File: src/shared/board_glue_map.vh
// Purpose: address map, field layout and reset values of the board glue
// Assumes: included by bare name from the design files
// Notes: definitions only
`ifndef BOARD_GLUE_MAP_VH
`define BOARD_GLUE_MAP_VH
`define MOD_ADDR_LAST 8'h07
`define ADDR_STATUS 8'h08
`define ADDR_CLKCTL 8'h09
`define CLKSEL_REF 2'h0
`define CLKSEL_DSYM 2'h1
`define CLKSEL_SYSDIV 2'h2
`define CLKSEL_OFF 2'h3
`define CLKCTL_RESET 2'h0
`define DINSEL_PATTERN 2'h0
`define DINSEL_GROUND 2'h1
`define DINSEL_EXTERN 2'h2
`define DINSEL_RESET 2'h1
`define ST_FULL 0
`define ST_OVFL 1
`define ST_EMPTY 2
`define ST_LOCK 3
`define ST_IRQ 4
`define JMP_OPEN 2'h0
`define JMP_12 2'h1
`define JMP_23 2'h2
`endif

File: src/hw/strobe_clock_mux.v
// Purpose: picks the sample strobe clock source
// Assumes: clock inputs are sampled levels synchronous to clk
// Notes: output enable high while the strobe pin is driven
`timescale 1ns/10ps
`default_nettype none
`include "board_glue_map.vh"
module strobe_clock_mux (
  input wire clk,
  input wire srst,
  input wire [1:0] clock_select,
  input wire [1:0] strobe_clock_override_jumper,
  input wire reference_clock_in,
  input wire double_symbol_clock,
  input wire system_clock_in,
  output reg sample_strobe_clock,
  output reg sample_strobe_clock_oe
);
  reg sys_half;
  reg [1:0] eff_sel;
  always @(posedge clk) begin
    if (srst) begin
      sys_half <= 1'b0;
    end else if (system_clock_in) begin
      // toggles once per sampled high level of the system clock
      sys_half <= ~sys_half;
    end
  end
  always @* begin
    case (strobe_clock_override_jumper)
      `JMP_12: eff_sel = `CLKSEL_REF;
      `JMP_23: eff_sel = `CLKSEL_DSYM;
      default: eff_sel = clock_select;
    endcase
  end
  always @(posedge clk) begin
    if (srst) begin
      sample_strobe_clock <= 1'b0;
      sample_strobe_clock_oe <= 1'b1;
    end else begin
      case (eff_sel)
        `CLKSEL_REF: sample_strobe_clock <= reference_clock_in;
        `CLKSEL_DSYM: sample_strobe_clock <= double_symbol_clock;
        `CLKSEL_SYSDIV: sample_strobe_clock <= sys_half;
        default: sample_strobe_clock <= 1'b0;
      endcase
      sample_strobe_clock_oe <= (eff_sel != `CLKSEL_OFF);
    end
  end
endmodule
`default_nettype wire

File: src/hw/data_in_select.v
// Purpose: drives the modulator 16-bit data input bus
// Assumes: pattern data arrives synchronous to clk
// Notes: the external source mode releases the bus entirely
`timescale 1ns/10ps
`default_nettype none
`include "board_glue_map.vh"
module data_in_select #(
  parameter WIDTH = 16
) (
  input wire clk,
  input wire srst,
  input wire [1:0] source_select,
  input wire [WIDTH-1:0] pattern_data,
  output reg [WIDTH-1:0] mod_din,
  output reg [WIDTH-1:0] mod_din_oe
);
  genvar i;
  generate
    for (i = 0; i < WIDTH; i = i + 1) begin : g_bit
      always @(posedge clk) begin
        if (srst) begin
          mod_din[i] <= 1'b0;
          mod_din_oe[i] <= 1'b1;
        end else begin
          case (source_select)
            `DINSEL_PATTERN: begin
              mod_din[i] <= pattern_data[i];
              mod_din_oe[i] <= 1'b1;
            end
            `DINSEL_EXTERN: begin
              mod_din[i] <= 1'b0;
              mod_din_oe[i] <= 1'b0;
            end
            default: begin
              mod_din[i] <= 1'b0;
              mod_din_oe[i] <= 1'b1;
            end
          endcase
        end
      end
    end
  endgenerate
endmodule
`default_nettype wire

File: src/hw/board_clock_data_select.v
// Purpose: board glue between host register link and the modulator
// Assumes: host strobes are one-cycle pulses synchronous to clk
// Notes: no bus beyond the documented address/data access
`timescale 1ns/10ps
`default_nettype none
`include "board_glue_map.vh"
// How it works
// - clock-control value picks reference, double symbol, system/2, or off.
// - register 8 is read-only, mirrors modulator status pins.
// - reads up to 0x07 go to modulator, above return board registers.
// - address 0x08 reads status, 0x09 reads clock control.
// - write at 0x09 updates clock control; 0x00-0x07 forwarded.
// - data bus source: pattern memory, ground, or released for generator.
// - playback start selects pattern, stop selects ground.
// - soft reset hits modulator only; board reset hits both.
// - strobe jumper open lets software choose, else forces source.
// - mode jumper selects normal or in-system programming mode.
// - address jumpers set board address; only matching accesses answered.
// - status bits: full, overflow, empty, lock, interrupt.
module board_clock_data_select #(
  parameter DIN_WIDTH = 16
) (
  input wire clk,
  input wire srst,
  input wire host_wr,
  input wire host_rd,
  input wire [1:0] host_board_addr,
  input wire [7:0] host_addr,
  input wire [7:0] host_wdata,
  output reg [7:0] host_rdata,
  output reg host_rdata_valid,
  input wire soft_reset_req,
  input wire board_reset_req,
  input wire start_playback,
  input wire stop_playback,
  input wire release_din,
  input wire [1:0] glue_mode_jumper,
  input wire [1:0] board_addr_jumper_lo,
  input wire [1:0] board_addr_jumper_hi,
  input wire [1:0] strobe_clock_override_jumper,
  output wire isp_mode,
  output reg mod_wr,
  output reg mod_rd,
  output reg [2:0] mod_addr,
  output reg [7:0] mod_wdata,
  input wire [7:0] mod_rdata,
  input wire mod_rdata_valid,
  output reg mod_reset,
  input wire fifo_full_flag,
  input wire fifo_overflow_flag,
  input wire fifo_empty_flag,
  input wire pll_lock_flag,
  input wire mod_irq,
  input wire reference_clock_in,
  input wire double_symbol_clock,
  input wire system_clock_in,
  output wire sample_strobe_clock,
  output wire sample_strobe_clock_oe,
  input wire [DIN_WIDTH-1:0] pattern_data,
  output wire [DIN_WIDTH-1:0] mod_din,
  output wire [DIN_WIDTH-1:0] mod_din_oe
);
  reg [1:0] strobe_clock_source_select;
  reg [1:0] din_source;
  reg [7:0] board_status_mirror;
  reg mod_rd_pending;
  wire glue_rst;
  wire [1:0] my_addr;
  wire hit;
  wire to_mod;

  assign glue_rst = srst | board_reset_req;
  assign isp_mode = (glue_mode_jumper == `JMP_23);
  assign my_addr = {board_addr_jumper_hi == `JMP_23,
                    board_addr_jumper_lo == `JMP_23};
  // programming mode parks the host side so a half-loaded part stays quiet
  assign hit = (host_board_addr == my_addr) & ~isp_mode;
  assign to_mod = (host_addr <= `MOD_ADDR_LAST);

  always @(posedge clk) begin
    if (glue_rst) begin
      board_status_mirror <= 8'h00;
    end else begin
      board_status_mirror <= 8'h00;
      board_status_mirror[`ST_FULL] <= fifo_full_flag;
      board_status_mirror[`ST_OVFL] <= fifo_overflow_flag;
      board_status_mirror[`ST_EMPTY] <= fifo_empty_flag;
      board_status_mirror[`ST_LOCK] <= pll_lock_flag;
      board_status_mirror[`ST_IRQ] <= mod_irq;
    end
  end

  always @(posedge clk) begin
    if (glue_rst) begin
      strobe_clock_source_select <= `CLKCTL_RESET;
      din_source <= `DINSEL_RESET;
    end else begin
      if (hit && host_wr && host_addr == `ADDR_CLKCTL) begin
        strobe_clock_source_select <= host_wdata[1:0];
      end
      if (start_playback) begin
        din_source <= `DINSEL_PATTERN;
      end else if (stop_playback) begin
        din_source <= `DINSEL_GROUND;
      end else if (release_din) begin
        din_source <= `DINSEL_EXTERN;
      end
    end
  end

  always @(posedge clk) begin
    if (glue_rst) begin
      mod_reset <= 1'b1;
    end else begin
      mod_reset <= soft_reset_req;
    end
  end

  always @(posedge clk) begin
    if (glue_rst) begin
      mod_wr <= 1'b0;
      mod_rd <= 1'b0;
      mod_addr <= 3'h0;
      mod_wdata <= 8'h00;
      mod_rd_pending <= 1'b0;
      host_rdata <= 8'h00;
      host_rdata_valid <= 1'b0;
    end else begin
      mod_wr <= 1'b0;
      mod_rd <= 1'b0;
      host_rdata_valid <= 1'b0;
      if (hit && (host_wr || host_rd) && to_mod) begin
        mod_wr <= host_wr;
        mod_rd <= host_rd & ~host_wr;
        mod_addr <= host_addr[2:0];
        mod_wdata <= host_wdata;
        mod_rd_pending <= host_rd & ~host_wr;
      end else if (hit && host_rd && !host_wr) begin
        host_rdata_valid <= 1'b1;
        case (host_addr)
          `ADDR_STATUS: host_rdata <= board_status_mirror;
          `ADDR_CLKCTL: host_rdata <= {6'h00, strobe_clock_source_select};
          default: host_rdata <= 8'h00;
        endcase
      end
      if (mod_rd_pending && mod_rdata_valid) begin
        mod_rd_pending <= 1'b0;
        host_rdata <= mod_rdata;
        host_rdata_valid <= 1'b1;
      end
    end
  end

  strobe_clock_mux u_strobe (
    .clk(clk),
    .srst(glue_rst),
    .clock_select(strobe_clock_source_select),
    .strobe_clock_override_jumper(strobe_clock_override_jumper),
    .reference_clock_in(reference_clock_in),
    .double_symbol_clock(double_symbol_clock),
    .system_clock_in(system_clock_in),
    .sample_strobe_clock(sample_strobe_clock),
    .sample_strobe_clock_oe(sample_strobe_clock_oe)
  );

  data_in_select #(.WIDTH(DIN_WIDTH)) u_din (
    .clk(clk),
    .srst(glue_rst),
    .source_select(din_source),
    .pattern_data(pattern_data),
    .mod_din(mod_din),
    .mod_din_oe(mod_din_oe)
  );
endmodule
`default_nettype wire

File: config.mk
export PLATFORM = sky130hd
export DESIGN_NAME = board_clock_data_select
export DESIGN_NICKNAME = d
export VERILOG_FILES = /design/src/hw/strobe_clock_mux.v /design/src/hw/data_in_select.v /design/src/hw/board_clock_data_select.v
export VERILOG_INCLUDE_DIRS = /design/src /design/src/shared
export SDC_FILE = /design/constraint.sdc
export NUM_CORES = 1
export LEC_CHECK = 0
export ABC_AREA = 0
export BUFFER_PORTS_ARGS = -buffer_cell sky130_fd_sc_hd__buf_4
export CAP_MARGIN = 20
export CORE_MARGIN = 4
export CORE_UTILIZATION = 39
export DETAILED_ROUTE_END_ITERATION = 10
export PLACE_DENSITY_LB_ADDON = 0.08
export SLEW_MARGIN = 20
export SYNTH_ARGS = -nofsm -noshare
export SYNTH_HDL_FRONTEND = slang
export SYNTH_SLANG_ARGS = --single-unit
export TNS_END_PERCENT = 20
File: constraint.sdc
create_clock -name clk -period 1.8 [get_ports clk]
set_input_delay 0.36 -clock clk [delete_from_list [all_inputs] [get_ports clk]]
set_output_delay 0.36 -clock clk [all_outputs]
set_load 0.1 [all_outputs]
==> key figures <==
Status
  – Outcome: finished, final reports clean

CTS
  – Clock Latency Late Sink: approximately 0.3 ns
  – Postcts setup bufs: 0
  – Clk slew on worst S/H paths: 0.09 ns
  – # resized after CTS: 0
  – CTS Buf Count: 5
  – # hold bufs at CTS: 0
  – TritonCTS clock tree: yes
  – Clock Path Buffers: 2
  – Clk sink count: 53
  – Root Buffer: clkbuf_8
  – H-tree levels: 2

STA
  – Final Skew: 0.00644 ns
  – Tmin final: 1.61 ns
  – Setup ws final: 0.192 ns
  – Unrepaired setup endpoints after global routing: false
  – Max Freq: 622 MHz
  – Final period utilization: 0.893
  – Final Hold Vio Count: 0
  – Final setup fails: 0
  – Relative slew slack: 0.800
  – Worst slew pin tran: around 0.30 ns
  – Setup TNS Final: 0 ns
  – Pins over their slew limit: 0

Cells and area
  – Fillers: 464
  – N_diodes: 0
  – Synth-to-Final Area Change: 51.5%
  – Share of layout cells above drive strength 1: 0.457
  – Post-route cell area: 0.00324 sq mm
  – Finished Core Util: 0.623
  – Final net count: a little over 400

Critical path
  – Critical path class: primary input to flip-flop
  – Worst Path Max Fanout: 3
  – Startpoint Class: primary input
  – CP max stage cell: or4_4
  – Critical R2R Launch: mod_rd_pending$_SDFFE_PP0N_
  – Terminus of the critical flop-to-flop path: host_rdata[0]$_SDFFE_PP0P_
  – Crit path required time: a little over 2 ns
  – Flop2flop setup slack: 0.53 ns
  – CP startpoint: host_addr[5]
  – Setup crit end kind: flip-flop
  – Worst reg2reg path depth: 4
  – Worst stage delay on the critical path: about 0.55 ns
  – Most used cell, CP: buf_4
  – WP data arrival: 1.84 ns
  – CP cell instances: buf_4 > or4_4 > o211a_4 > a41oi_4 > buf_4 > mux2i_1

Routing
  – Via density: 4.48
  – TritonRoute pass-1 iters: 3
  – Routed Antenna Nets: 0
  – DR iter-0 viols: 56
  – Wire per inst: 12.2 um
  – DRC viols: 0
  – Final WL: ~5000 um
  – Vias: approximately 1800

Yosys
  – Syn Nets: 289
  – Most frequent cell after synthesis: dfxtp_1
  – Post-synth EDFFs: 0
  – Synth unique cells: 33
  – Most used DFF post-synth: dfxtp_1
  – Post-synthesis sequential area ratio: 0.496
  – Warnings from Yosys: 0
  – Share of the synthesized area in the top cell type: 0.496
  – Post-Synthesis Cells: 220
  – Post-synthesis sequential element count: 53
  – Asr flop ratio synth: 0
  – Synth area leader: dfxtp_1
  – Avg Cell Area, Syn: between 9 and 10 sq um
  – Synth Cell Area: 0.00214 sq mm
  – Synth top area cells: dfxtp_1 50%, mux2i_1 11%, and2_1 6.1%
  – Synth cell count leaders: 53 x dfxtp_1, 34 x nand2_1, 23 x mux2i_1, 21 x and2_1, 15 x buf_4

Placed design
  – Placed Area: 0.00311 sq mm
  – DP Wirelength: 4000 um
  – Worst slack, placed: -0.125 ns
  – IO buf count: 125
  – GP Congestion: about 0.80

Power and ir drop
  – Overall Power: about 2.4 mW
  – PwrDens: 751 mW/mm^2
  – Leakage: 1.52 nW
  – Worst vdd ir: 0.537 mV

Min path
  – HP Start: stop_playback
  – Hold path depth: 2
  – Type of the most critical hold path: primary input to flip-flop
  – Worst Hold End: din_source[1]$_SDFFE_PP0P_

Global routing
  – Vias in the first global route: 1730
  – First-pass GRT wire length: 7660 um
  – Largest net degree at the start of global routing: 35
  – Gr usage total: 0.148
  – Initial antenna violation count: 0
  – Congestion Overflow GR: 0

Floorplan
  – Die area: 0.00674 sq mm
  – Initial Utilization: 0.411
  – Core area: about 0.0052 sq mm
  – Row count: 26
  – Die width: 82.1 um
  – Die H: 82.1 um
  – I/O pin count: 126

Run
  – MaxCap Viol Count: 0
per-stage QoR:
step,hold slack (ns),cells
2_1_floorplan,0.372,220
3_3_place_gp,0.391,399
3_5_place_dp,0.392,399
4_1_cts,0.203,407
5_1_grt,0.201,407
6_report,0.221,407
logic make-up (layout without fill, tap and decap cells):
family,count (synthesis),count (layout),share of synthesized area
AOI/OAI and AO/OA,15,15,0.0649
xor gates and xnor gates,3,3,0.0123
muxes,23,23,0.108
adders and majority gates,1,1,0.00584
DFF,53,53,0.496
and+or+nand+nor,92,92,0.222
buffers and inverters,33,150,0.0918
sequential cells by signal, indices dropped and copies added, names as in the netlist:
register,count
mod_rd,1
u_strobe.sample_strobe_clock,1
host_rdata_valid,1
mod_wr,1
mod_rd_pending,1
u_din.mod_din_oe,1
mod_wdata,8
strobe_clock_source_select,2
host_rdata,8
din_source,2
mod_reset,1
u_strobe.sys_half,1
u_din.mod_din,16
u_strobe.sample_strobe_clock_oe,1
board_status_mirror,5
mod_addr,3
where the power goes:
group | switching [mW] | leakage [nW] | internal [mW]
Combinational | 0.150 | 1.03 | 0.148
Sequential | 0.00495 | 0.428 | 1.19
Clock | 0.387 | 0.0687 | 0.560
Total | 0.542 | 1.52 | 1.89
placed cells by master (no fill, tap or decap), drive strengths merged:
master	n
a21o	1
a21oi	2
a32o	3
a41oi	1
and2	22
and3	4
and4	2
buf	135
bufinv	2
clkbuf	5
dfxtp	53
ha	1
inv	8
mux2i	23
nand2	34
nand2b	1
nand3	3
nand3b	1
nand4	3
nor2	9
nor2b	2
nor3	3
nor4	4
o211a	1
o21ai	5
o41ai	2
or2	1
or3	1
or3b	1
or4	1
xnor2	3
routing by layer:
layer	global-route usage	vias to the layer above	wire (um)
met5	0	-	0
met4	0.0498	0	29
met3	0.0618	2	501
met2	0.246	66	2440
met1	0.171	803	2010
li1	-	951	-
worst max-delay path by stage:
stage                                      end  slack [ns]  cells after the start
floorplan             mod_addr[0]$_SDFFE_PP0N_       -0.08                      7
global placement    host_rdata[0]$_SDFFE_PP0P_       -0.09                      6
detailed placement   mod_wdata[0]$_SDFFE_PP0N_       -0.12                      6
CTS                 host_rdata[0]$_SDFFE_PP0P_        0.19                      6
global route         mod_wdata[2]$_SDFFE_PP0N_        0.14                      6
finish              host_rdata[0]$_SDFFE_PP0P_        0.19                      6
worst max-delay path: cells and delay by family:
family	cells	cell delay [ns]
compound gates	2	0.49
buf+inv	2	0.27
mux	1	0.17
simple gates	1	0.55
cell type report:
type | count | area, sq um | area share
sequential | 53 | 1060 | 0.328
inverter | 7 | 26.3 | 0.00810
clock inverter | 3 | 68.8 | 0.0212
timing repair buffer | 135 | 1040 | 0.320
tap | 70 | 87.6 | 0.0270
clock buffer | 5 | 68.8 | 0.0212
multi-input combinational | 134 | 891 | 0.275
No activity file was read; power rests on OpenSTA's default activity.
